<file path="src/rtl/hsk_map.svh">
// register offsets, field positions, reset values and timing for hop kernel
`ifndef HSK_MAP_SVH
`define HSK_MAP_SVH
`define HSK_CTRL 12'h000
`define HSK_ADDR_LINK 12'h004
`define HSK_ADDR_PEER 12'h008
`define HSK_CLK_OFF 12'h00C
`define HSK_EST_OFF 12'h010
`define HSK_XPHASE 12'h014
`define HSK_NATIVE 12'h018
`define HSK_STATUS 12'h01C
`define HSK_BANK_TOP 3'h2
`define HSK_CTRL_H23 0
`define HSK_CTRL_KIND 1
`define HSK_CTRL_EN 4
`define HSK_CTRL_RST 32'h0000_0000
`define HSK_STAT_VALID 8
`define HSK_N79 7'h4F
`define HSK_N23 7'h17
`define HSK_CW 16
`define HSK_SLOT_US 625
`define HSK_CLK_NS 50
`define HSK_TICK_CYC ((`HSK_SLOT_US * 1000) / (2 * `HSK_CLK_NS))
`endif

</file>
<file path="src/rtl/hsk_pkg.sv">
// types shared by the hop selection kernel
package hsk_pkg;
  `include "hsk_map.svh"

  typedef enum logic [2:0] {
    kind_page_scan, kind_page, kind_page_resp, kind_inq_scan,
    kind_inq, kind_inq_resp, kind_conn
  } hsk_kind_t;

  typedef struct packed {
    logic hsel;
    logic [31:0] haddr;
    logic [1:0] htrans;
    logic hwrite;
    logic [2:0] hsize;
    logic [31:0] hwdata;
    logic hready;
  } hsk_ahb_in_t;

  typedef struct packed {
    logic [31:0] hrdata;
    logic hreadyout;
    logic hresp;
  } hsk_ahb_out_t;

  typedef struct packed {
    logic valid;
    logic [6:0] index;
    logic [`HSK_CW-1:0] code;
  } hsk_hop_t;

  typedef struct packed {
    hsk_ahb_out_t bus;
    logic rd_pend;
    logic wr_pend;
    logic dph_ok;
    logic [11:0] dph_addr;
    logic [4:0] ctrl;
    logic [27:0] addr_link;
    logic [27:0] addr_peer;
    logic [27:0] clk_off;
    logic [27:0] est_off;
    logic [4:0] xphase;
    logic [27:0] native;
    logic [15:0] tick;
    logic [78:0][`HSK_CW-1:0] bank;
    hsk_hop_t hop;
  } hsk_state_t;
endpackage : hsk_pkg

</file>
<file path="src/rtl/hsk_hop_kernel.sv">
// hop selection kernel with ahb-lite register slave and frequency bank
//
// Operation
// - fourteen sequence kinds: seven state kinds times 79-hop and 23-hop systems.
// - page phase is a counter-driven one-to-one map onto frequencies.
// - inquiry kinds always use general inquiry LAP plus DCI as address.
// - connection clock is native plus master offset; only 27 MSBs used.
// - page and inquiry use all 28 bits; paging uses peer clock estimate.
// - address input is 28 bits: full lower part plus 4 upper bits.
// - address source follows state: master, paged unit, or inquiry.
// - 79-hop picks 32-frequency segments visited once in pseudorandom order.
// - page substates keep one address-chosen segment the whole time.
// - 23-hop system uses 16-frequency segments.
// - X sets phase, directions pick link way, A-D order, E-F map.
// - datapath order: add, xor, permute, add, bank lookup.
// - first add is phase plus A, modulo 32 or 16.
// - low four sum bits xor address bits 22..19; bit 4 passes.
// - fourteen butterfly stages permute 5 bits or 4 bits.
// - control 0..8 are D; control i+9 is C bit i xor direction.
// - 79-hop butterfly pairs follow the fixed 14-entry list.
// - 23-hop butterfly pairs follow their own fixed 14-entry list.
// - each butterfly is a pair of pass-or-cross multiplexers.
// - second add sums permutation, E, F, direction; modulo 79 or 23.
// - sum indexes 79 or 23 synthesizer code word registers.
// - connection phase is clock 6..2 (5..2); clock bit 1 drives directions.
// - connection A, C, D are address xor clock groups, MSB aligned.
//
// Register access over AHB-Lite and the placing of the registers were decided locally.
`timescale 1ns/10ps
`include "hsk_map.svh"
module hsk_hop_kernel #(
  parameter int unsigned tick_cycles = `HSK_TICK_CYC,
  parameter logic [23:0] giac_lap = 24'h00_0000, // arbitrary value
  parameter logic [3:0] dci_low = 4'h0 // arbitrary value
) (
  input wire logic hclk,
  input wire logic hresetn,
  input wire hsk_pkg::hsk_ahb_in_t ahb_in,
  output hsk_pkg::hsk_ahb_out_t ahb_out,
  output hsk_pkg::hsk_hop_t hop
);
  import hsk_pkg::*;

  if (tick_cycles < 2 || tick_cycles > 65535) begin : g_bad_tick
    $error("tick_cycles out of range");
  end

  localparam logic [15:0] tick_last = 16'(tick_cycles - 1);
  localparam int lo79 [14] = '{0, 2, 1, 3, 0, 1, 0, 3, 1, 0, 2, 1, 0, 1};
  localparam int hi79 [14] = '{1, 3, 2, 4, 4, 3, 2, 4, 4, 3, 4, 3, 3, 2};
  localparam int lo23 [14] = '{0, 2, 0, 1, 0, 1, 0, 2, 0, 1, 0, 1, 0, 2};
  localparam int hi23 [14] = '{1, 3, 3, 2, 2, 3, 1, 3, 2, 3, 3, 2, 1, 3};

  hsk_state_t st;
  hsk_state_t next_st;

  function automatic hsk_kind_t kind_of(input logic [2:0] f);
    case (f)
      3'h1: kind_of = kind_page;
      3'h2: kind_of = kind_page_resp;
      3'h3: kind_of = kind_inq_scan;
      3'h4: kind_of = kind_inq;
      3'h5: kind_of = kind_inq_resp;
      3'h6: kind_of = kind_conn;
      default: kind_of = kind_page_scan;
    endcase
  endfunction : kind_of

  // one butterfly: two multiplexers cross the pair when ctl is set
  function automatic logic [4:0] bfly(input logic [4:0] v, input logic ctl,
                                      input int lo, input int hi);
    logic [4:0] r;
    r = v;
    if (ctl) begin
      r[lo] = v[hi];
      r[hi] = v[lo];
    end
    return r;
  endfunction : bfly

  // ---------------- kernel inputs, all from registered state
  hsk_kind_t kind;
  logic h23;
  logic is_conn;
  logic is_pagec;
  logic is_inq;
  logic pscan;
  logic [27:0] clk_conn;
  logic [27:0] clk_est;
  logic [27:0] sel_clk;
  logic [27:0] sel_addr;
  logic [4:0] x;
  logic y1;
  logic [4:0] a;
  logic [3:0] b;
  logic [4:0] c;
  logic [8:0] d;
  logic [6:0] e;
  logic [6:0] f;
  logic [24:0] f79_prod;
  logic [24:0] f23_prod;
  logic [4:0] z1;
  logic [4:0] z;
  logic [13:0] pctl;
  logic [4:0] stg [0:14];
  logic [8:0] sum2;
  logic [6:0] y2;
  logic [6:0] idx;

  assign kind = kind_of(st.ctrl[`HSK_CTRL_KIND+:3]);
  assign h23 = st.ctrl[`HSK_CTRL_H23];
  assign is_conn = (kind == kind_conn);
  assign is_pagec = (kind == kind_page) || (kind == kind_page_resp);
  assign is_inq = (kind == kind_inq_scan) || (kind == kind_inq)
                  || (kind == kind_inq_resp);
  assign pscan = (kind == kind_page_scan);

  assign clk_conn = st.native + st.clk_off;
  assign clk_est = st.native + st.est_off;
  // connection drops bit 0; page and inquiry keep all bits
  assign sel_clk = is_conn ? {clk_conn[27:1], 1'b0} :
                   is_pagec ? clk_est : st.native;
  // inquiry never uses a dedicated code for hopping, only the general one
  assign sel_addr = is_inq ? {dci_low, giac_lap} :
                    is_pagec ? st.addr_peer : st.addr_link;

  // page phase comes from software's counter so trains can shift freely
  always_comb begin
    if (is_conn) begin
      x = h23 ? {1'b0, sel_clk[5:2]} : sel_clk[6:2];
    end else if (pscan) begin
      x = h23 ? {1'b0, st.native[15:12]} : st.native[16:12];
    end else begin
      x = st.xphase;
    end
  end

  assign y1 = (pscan || kind == kind_inq_scan) ? 1'b0 : sel_clk[1];
  assign y2 = y1 ? (h23 ? 7'h10 : 7'h20) : 7'h00;

  // only connection slides segments; page keeps address-chosen one
  assign a = sel_addr[27:23] ^ (is_conn ? sel_clk[25:21] : 5'h00);
  assign b = sel_addr[22:19];
  assign c = {sel_addr[8], sel_addr[6], sel_addr[4], sel_addr[2],
              sel_addr[0]} ^ (is_conn ? sel_clk[20:16] : 5'h00);
  assign d = sel_addr[18:10] ^ (is_conn ? sel_clk[15:7] : 9'h000);
  assign e = {sel_addr[13], sel_addr[11], sel_addr[9], sel_addr[7],
              sel_addr[5], sel_addr[3], sel_addr[1]};

  assign f79_prod = {sel_clk[27:7], 4'h0};
  assign f23_prod = 25'(sel_clk[27:6]) * 25'h000_0006;
  always_comb begin
    if (!is_conn) begin
      f = 7'h00;
    end else if (h23) begin
      f = 7'(f23_prod % 25'h000_0017);
    end else begin
      f = 7'(f79_prod % 25'h000_004F);
    end
  end

  // first add wraps in 5 or 4 bits, i.e. modulo 32 or 16
  always_comb begin
    if (h23) begin
      z1 = {1'b0, x[3:0] + a[3:0]};
    end else begin
      z1 = x + a;
    end
  end
  assign z = {h23 ? 1'b0 : z1[4], z1[3:0] ^ b};
  assign pctl = {c ^ {5{y1}}, d};

  // stage g uses control bit 13-g, so the highest pair acts first
  assign stg[0] = z;
  for (genvar g = 0; g < 14; g++) begin : g_bfly
    localparam int j = 13 - g;
    assign stg[g+1] = h23 ? bfly(stg[g], pctl[j], lo23[j], hi23[j])
                          : bfly(stg[g], pctl[j], lo79[j], hi79[j]);
  end

  assign sum2 = 9'(stg[14]) + 9'(e) + 9'(f) + 9'(y2);
  assign idx = h23 ? 7'(sum2 % 9'(`HSK_N23))
                   : 7'(sum2 % 9'(`HSK_N79));

  // ---------------- ahb-lite access decode
  logic acc;
  logic tick_end;
  logic slot_cap;
  logic bank_hit;
  logic [6:0] bank_ix;
  logic [31:0] rd_word;

  assign acc = ahb_in.hsel && ahb_in.htrans[1] && ahb_in.hready;
  assign bank_ix = st.dph_addr[8:2];
  assign bank_hit = st.dph_ok && (st.dph_addr[11:9] == `HSK_BANK_TOP)
                    && (st.dph_addr[1:0] == 2'h0) && (bank_ix < `HSK_N79);
  assign tick_end = (st.tick == tick_last);
  // capture the cycle after native turns even, so the new slot's clock
  // feeds the kernel rather than the half slot that just ended
  assign slot_cap = (st.tick == 16'h0000) && !st.native[0];

  always_comb begin
    rd_word = 32'h0000_0000;
    if (bank_hit) begin
      rd_word = 32'(st.bank[bank_ix]);
    end else if (st.dph_ok) begin
      case (st.dph_addr)
        `HSK_CTRL: rd_word = 32'(st.ctrl);
        `HSK_ADDR_LINK: rd_word = 32'(st.addr_link);
        `HSK_ADDR_PEER: rd_word = 32'(st.addr_peer);
        `HSK_CLK_OFF: rd_word = 32'(st.clk_off);
        `HSK_EST_OFF: rd_word = 32'(st.est_off);
        `HSK_XPHASE: rd_word = 32'(st.xphase);
        `HSK_NATIVE: rd_word = 32'(st.native);
        `HSK_STATUS: rd_word = 32'({st.hop.valid, 1'b0, st.hop.index});
        default: rd_word = 32'h0000_0000;
      endcase
    end
  end

  always_comb begin
    next_st = st;
    next_st.tick = tick_end ? 16'h0000 : st.tick + 16'h0001;
    if (tick_end) begin
      next_st.native = st.native + 28'h000_0001;
    end
    if (slot_cap) begin
      next_st.hop.valid = st.ctrl[`HSK_CTRL_EN];
      next_st.hop.index = idx;
      next_st.hop.code = st.bank[idx];
    end
    next_st.bus.hreadyout = 1'b1;
    next_st.bus.hresp = 1'b0;
    next_st.rd_pend = 1'b0;
    next_st.wr_pend = 1'b0;
    // reads wait one cycle so a write just before them is visible
    if (st.rd_pend) begin
      next_st.bus.hrdata = rd_word;
    end
    if (st.wr_pend && bank_hit) begin
      next_st.bank[bank_ix] = ahb_in.hwdata[`HSK_CW-1:0];
    end else if (st.wr_pend && st.dph_ok) begin
      case (st.dph_addr)
        `HSK_CTRL: next_st.ctrl = ahb_in.hwdata[4:0];
        `HSK_ADDR_LINK: next_st.addr_link = ahb_in.hwdata[27:0];
        `HSK_ADDR_PEER: next_st.addr_peer = ahb_in.hwdata[27:0];
        `HSK_CLK_OFF: next_st.clk_off = ahb_in.hwdata[27:0];
        `HSK_EST_OFF: next_st.est_off = ahb_in.hwdata[27:0];
        `HSK_XPHASE: next_st.xphase = ahb_in.hwdata[4:0];
        `HSK_NATIVE: next_st.native = ahb_in.hwdata[27:0];
        default: next_st.native = next_st.native;
      endcase
    end
    if (acc) begin
      next_st.dph_addr = ahb_in.haddr[11:0];
      next_st.dph_ok = (ahb_in.haddr[31:12] == 20'h0_0000);
      next_st.wr_pend = ahb_in.hwrite;
      next_st.rd_pend = !ahb_in.hwrite;
      next_st.bus.hreadyout = ahb_in.hwrite;
    end
  end

  always_ff @(posedge hclk or negedge hresetn) begin
    if (!hresetn) begin
      st <= '0;
      st.bus.hreadyout <= 1'b1;
    end else begin
      st <= next_st;
    end
  end

  assign ahb_out = st.bus;
  assign hop = st.hop;

  logic [`HSK_CW-1:0] bank_at_idx;
  assign bank_at_idx = st.bank[idx];
endmodule : hsk_hop_kernel

</file>
<file path="config.mk">
export PLATFORM = sky130hd
export DESIGN_NAME = hsk_hop_kernel
export DESIGN_NICKNAME = d
export VERILOG_FILES = /design/src/rtl/hsk_pkg.sv /design/src/rtl/hsk_hop_kernel.sv
export VERILOG_INCLUDE_DIRS = /design/src /design/src/rtl
export SDC_FILE = /design/constraint.sdc
export NUM_CORES = 2
export LEC_CHECK = 0
export BUFFER_PORTS_ARGS = -buffer_cell sky130_fd_sc_hd__buf_2
export CAP_MARGIN = 20
export CORE_MARGIN = 1
export CORE_UTILIZATION = 43
export DETAILED_ROUTE_END_ITERATION = 6
export SYNTH_ARGS = -nofsm -noshare
export SYNTH_HDL_FRONTEND = slang
export SYNTH_SLANG_ARGS = --single-unit
</file>
<file path="constraint.sdc">
create_clock -name hclk -period 37.9 [get_ports hclk]
set_input_delay 7.58 -clock hclk [delete_from_list [all_inputs] [get_ports hclk]]
set_output_delay 7.58 -clock hclk [all_outputs]
set_load 0.01 [all_outputs]
</file>
After elaboration in Yosys (flattened, before gate mapping). Cells that the tools add are included.

Input bits: 74. Logic and storage cells: 253. Flip-flop bits (word level): 1502. Output and inout port bits: 58.

Magnitude comparators: 4. Equal/unequal tests: 21. $mul: 1. Add/sub/neg operators: 9. Reductions and logical operators: 26. Bitwise logic cells: 6. Divide/modulo/power cells: 4. Mux-type cells: 86.

Operator list (number): 1264-bit bitwise mux (1); 28-bit 2-to-1 mux (10); 16-bit binary-select mux with 7-bit select (2); 28-bit case mux with 8 select lines (1); 16-bit demux with 7-bit select (1); 16-bit 2-to-1 mux (4); 5-bit 2-to-1 mux (12); 28-bit adder (2); 12-bit by 5-bit equality test with 1-bit output, second input constant (4); 1-bit 2-to-1 mux (29); 28-bit by 1-bit adder with 28-bit output, second input constant (1); 25-bit by 5-bit remainder unit with 25-bit output, second input constant (1); 25-bit by 7-bit remainder unit with 25-bit output, second input constant (1); 12-bit by 4-bit equality test with 1-bit output, second input constant (2); 22-bit by 2-bit multiplier with 24-bit output, second input constant (1); 2-bit 2-to-1 mux (12); 7-bit 2-to-1 mux (3); 20-bit zero test (1); 4-bit 2-to-1 mux (5); 3-bit equality test, second input constant (6); 3-bit case mux with 6 select lines (1); 3-bit AND reduction (6); 16-bit by 1-bit adder with 16-bit output, second input constant (1); 16-bit by 13-bit equality test with 1-bit output, second input constant (1); 28 further kinds (49).

Logic depth before layout (Yosys ltp).
Depth in word-level cells: 41. Mapped depth: 174.

Worst setup path before layout. No wires, ideal clock.

Path type: register to register. Start point: register st[1304] (netlist bit). End point: register st (netlist bit hop[10]). Library setup time: 134 ps. Cell stages (with the launch flop): 167. Arrival: 35608 ps. Buffers on the path: 19. Data required time: 37766 ps. Setup slack: 2158 ps. Path through: dfrtp_1 -> clkbuf_1 -> and2_1 -> fa_1 -> a21oi_1 -> o211ai_1 -> a31o_2 -> a21oi_1 -> xnor2_1 -> mux2i_1 -> o21ai_0 -> clkinv_1 -> ha_1 -> inv_1 -> o211ai_2 -> a21boi_2 -> nand2_1 -> a311oi_2 -> [131 not listed] -> ha_1 -> a31oi_1 -> o21ai_0 -> o21ai_0 -> and2_1 -> clkbuf_1 -> xnor2_1 -> clkbuf_1 -> clkbuf_1 -> buf_1 -> buf_1 -> buf_1 -> mux2i_1 -> o21ai_0 -> a21oi_1 -> a21oi_1 -> a22oi_1 -> o21ai_0.

Cells in the longest elaborated chain, start to end: 38.

Ends and longest elaborated chain: from (decl) (RTL line hsk_hop_kernel.sv:54) `hsk_state_t st;`; from (signal assigned) (RTL line hsk_hop_kernel.sv:268) `st <= next_st;`; parallel branches: the longest is 38 deep, another holds 28-bit adder.

Parallel ways; which one is timed is not known. The select of a mux whose other input is x is not followed. A chain may end at the register's enable or synchronous reset.

Final worst setup path.
Start point: register st[1308] (netlist bit). End point: register st (netlist bit hop[14]).

Cells in the longest elaborated chain, start to end: 38.

Ends and longest elaborated chain: 28-bit adder (RTL line hsk_hop_kernel.sv:119) `assign clk_est = st.native + st.est_off;`; 28-bit 2-to-1 mux (RTL line hsk_hop_kernel.sv:122) `is_pagec ? clk_est : st.native;`; 28-bit 2-to-1 mux (*) (RTL line hsk_hop_kernel.sv:121) `assign sel_clk = is_conn ? {clk_conn[27:1], 1'b0} :`; parallel branches: the longest is 29 deep, another holds 25-bit by 5-bit remainder unit with 25-bit output; 8-bit by 7-bit adder with 9-bit output (*) (RTL line hsk_hop_kernel.sv:181) `assign sum2 = 9'(stg[14]) + 9'(e) + 9'(f) + 9'(y2);`; 9-bit by 6-bit adder with 9-bit output (*) (RTL line hsk_hop_kernel.sv:181); 9-bit by 7-bit remainder unit with 9-bit output / 9-bit by 5-bit remainder unit with 9-bit output (equally long branches) (RTL line hsk_hop_kernel.sv:183, hsk_hop_kernel.sv:182); 7-bit 2-to-1 mux (*) (RTL line hsk_hop_kernel.sv:182) `` assign idx = h23 ? 7'(sum2 % 9'(`HSK_N23)) ``; 16-bit binary-select mux with 7-bit select (*); 16-bit 2-to-1 mux (implied by the code) (*) (RTL line hsk_hop_kernel.sv:230) `next_st.hop.code = st.bank[idx];`.

Mark *: on every way between the ends. The select of a mux whose other input is x is not followed.

==> results.toml <==
[synth]
post_synth_fa_ha_maj_area_fraction = 0.0207
synth_simple_gate_area_share = 0.156
yosys.area_share.xor_xnor = 0.0361
ys_ff_latch = 1498
synth_top_family_by_area = "multiplexers"
yosysSeqAreaShare = 0.357
async_flop_share = 1.00
avgSynthCellArea_um2 = 9.93
synth_edf_count = 0
number_of_warnings_issued_by_yosys = 0
synth_flop_cell = "dfrtp_1"
synthesis.instances = 10600
post_synth_instance_area_um2 = 105000
yosys-mux-area-fraction = 0.257
compound_cell_area_share_of_the_yosys_netlist = 0.135
synthDistinctLibCells = 147

[placement]
io_buffer_count = 118
dp_hpwl_mm = 243
gp_congestion = 0.911

[die]
die_height_um = 496
ioPinCount = 132
die_w_um = 496
die_footprint_um2 = 246000
initial_utilization = 0.432
core_um2 = 243000
std_cell_rows = 181

[job]
drv_cap = 0

[routing]
detail_route.wl_per_cell_um = 26.0
antenna_left = 0
wl_met2_mm = 171
finalWirelength_mm = 369
num_vias = 90600
via_density_per_instance = 6.39
drt_iter0_markers = 9816
detail_route.wirelength.met1_mm = 149
routed.top_layer = "met5"
drt_pre_antenna_iters = 7
detail_route.drc_violations = 9
dr_wl_met3_mm = 29.3

[timing]
finalHoldWorstSlack_ns = 0.476
skew_ns = 0.0510
setup_viol = 0
fmax_mhz = 27.7
period_share = 0.953
timing_max_transition_violations_final = 0
final.setup.tns_ns = 0
timing_worst_slew_pin_value_ns = 1.22
timing.slew.headroom = 0.183
hold_viol = 0
timing.final.crit_period_ns = 36.13

[worst_setup_path]
criticalPathCategory = "register to register"
path_common_cell = "buf_4"
worst_setup_path_startpoint = "st[1308]"
worst_ep_required_time_ns = 38.59
critPathMaxStageDelay_ns = 0.60
arrival_ns = 36.82
cp-start-kind = "register"
critical_path.endpoint_type = "register"
timing.critical_path.slowest_stage_cell = "or4_4"
crit_fanout = 31
r2r-start = "st[1308]"

[power]
power.internal_mw = 6.32
seq_power_share = 0.143
power.switching_mw = 5.00
power.combinational.fraction = 0.709
netSwitchingFraction = 0.442
power.static_leakage_nw = 52.8
power_per_cell_area_nw_per_um2 = 93.9
power.clock.fraction = 0.148
vdd.ir_drop.worst_v = 0.00199
totalPowerFinal_mw = 11.3

[outcome]
violations_in_the_final_reports = "DRC"
outcome = "finished, violations left"

[cells_and_area]
final_core_utilization = 0.496
finish.net_count = 11100
signed_area_change_from_the_synthesized_netlist_to_the_final_layout_pct = 14.6
drive_above_1_share = 0.320

[cts]
ctsLongestPathBuffers = 3
numClockSinks = 1498
cts_tree = "done"
clk_pin_slew_ns = 0.06
cts-buffers-inserted = 160
cts_root_buf = "clkbuf_16"
maximum_level_of_the_cts_h_tree = 4
cts_hold_bufs = 0
clk_latency_worst_skew_pair_ns = 0.84

[grt]
grt_pass1_wl_mm = 554
grt_antenna_before_repair = 17
maximum_number_of_pins_on_one_net_before_global_route_repair = 172
first_global_vias = 88100
global_route.usage.total = 0.292
gr-total-overflow = 0

[min_path]
hold_path_startpoint = "ahb_out[23]"
min-delay-path-class = "register to register"
[registers in the layout, indices dropped and copies added, names as in the netlist]
register	count
hop	24
ahb_out	29
h23	1
st	1437
bank_ix	7
[cell families after synthesis]
kind of cell | count (synthesis)
other | 1
buffers and inverters | 952
adder cells (fa/ha/maj) | 168
XOR/XNOR | 422
multiplexers | 2011
AND/OR/NAND/NOR | 3539
flip-flops | 1498
AO/OA/AOI/OAI | 1992
[cells in the mapped netlist (85+ instances only)]
cell | n | area [um^2]
nand2_1 | 1718 | 6450
dfrtp_1 | 1497 | 37500
mux2_2 | 1464 | 16500
clkbuf_1 | 610 | 2290
nor2_1 | 471 | 1770
nand3_1 | 452 | 2260
a21oi_1 | 420 | 2100
mux4_2 | 405 | 9120
xnor2_1 | 295 | 2580
o21ai_0 | 276 | 1380
a311oi_1 | 259 | 2270
and3_1 | 219 | 1370
nor3_1 | 154 | 771
ha_1 | 147 | 1840
mux2i_1 | 134 | 1340
a31oi_1 | 131 | 820
inv_1 | 118 | 443
xor2_1 | 117 | 1020
buf_1 | 100 | 375
and2_1 | 85 | 532
[what timing repair did]
action | in CTS | in global routing
endpoints found under the setup margin | 16 | 23
gates cloned | 0 | 6
endpoints found under the hold margin | 0 | 0
resized for setup | 11 | 241
pin swaps | 0 | 59
buffers inserted | 0 | 61
[placed cells by master, fill, tap and decap left out, types with 36 or more instances in the layout]
cell	netlist	layout
inv_1	118	117
clkbuf_1	610	37
mux2_2	1464	1461
nand2_1	1718	1715
nand4_1	68	68
o21ai_1	45	42
buf_12	0	58
and2_1	85	83
o21ai_0	276	268
and3_1	219	219
o22ai_1	42	41
dfrtp_1	1497	1491
a21oi_1	420	393
clkbuf_8	0	38
nor2_2	3	63
o211ai_1	75	75
a21o_1	64	63
mux2i_1	134	122
nor3_1	154	146
xor2_1	117	113
nor2_1	471	388
a311oi_1	259	248
or3_1	52	49
ha_1	147	146
or2_2	38	38
nand3_1	452	450
a22oi_1	75	69
nor4_1	44	39
buf_2	38	116
xnor2_1	295	280
a211oi_1	67	58
a31oi_1	131	121
buf_4	77	713
o21a_1	36	36
mux4_2	405	405
clkbuf_16	0	169
[power by group through the flow]
stage	clock [mW]	combinational, mW	sequential (mW)
6_report	1.67	8.02	1.62
3_5_place_dp	0	6.73	1.65
5_1_grt	1.76	8.20	1.62
2_1_floorplan	0	4.60	1.64
4_1_cts	1.69	6.76	1.62
3_3_place_gp	0	6.74	1.65
[stage by stage]
step / area (um^2) / setup slack (ns) / instances
final: 120000 / 1.77 / 14200
after global routing: 120000 / -0.140 / 14200
after CTS: 119000 / 0.0255 / 14100
after detailed placement: 113000 / -0.702 / 13800
after global placement: 113000 / -0.302 / 13800
after floorplan: 105000 / 2.16 / 10600
[final timing paths]
| kind | endpoint | slack, ns | cells after the start |
|---|---|---|---|
| worst max-delay path | hop[14] | 1.77 | 156 |
| worst min-delay path | ahb_out[23] | 0.48 | 1 |
| worst max register to register | hop[14] | 1.77 | 156 |
| worst min register to register | ahb_out[23] | 0.48 | 1 |
| max in group asynchronous | st[1388] | 26.35 | 6 |
| min in group asynchronous | st[321] | 6.72 | 1 |
[worst max-delay path, delay by kind of cell, from the launching register on]
| family | cells | cell delay (ns) |
|---|---|---|
| mux | 8 | 3.03 |
| simple gates | 47 | 11.12 |
| xor+xnor | 7 | 1.39 |
| buf+inv | 24 | 3.73 |
| compound gates | 60 | 12.77 |
| flops | 1 | 0.51 |
| fa+ha+maj | 10 | 3.38 |
[cell type report]
class | count | area (um^2)
clock buffers | 238 | 4740
well taps | 3202 | 4010
repair buffers | 911 | 7560
fillers | 21900 | 123000
multi-input cells | 8137 | 65300
diodes | 10 | 25.0
inverters | 123 | 467
clock inverters | 53 | 831
flip-flops and latches | 1498 | 37500
[routing by layer]
| metal | vias up | GRT usage |
|---|---|---|
| met3 | 890 | 0.0534 |
| met4 | 14 | 0.137 |
| met1 | 45700 | 0.380 |
| li1 | 39800 | - |
| met2 | 4197 | 0.469 |
| met5 | - | 0 |
Note: power is estimated with default switching activity, not from simulation.
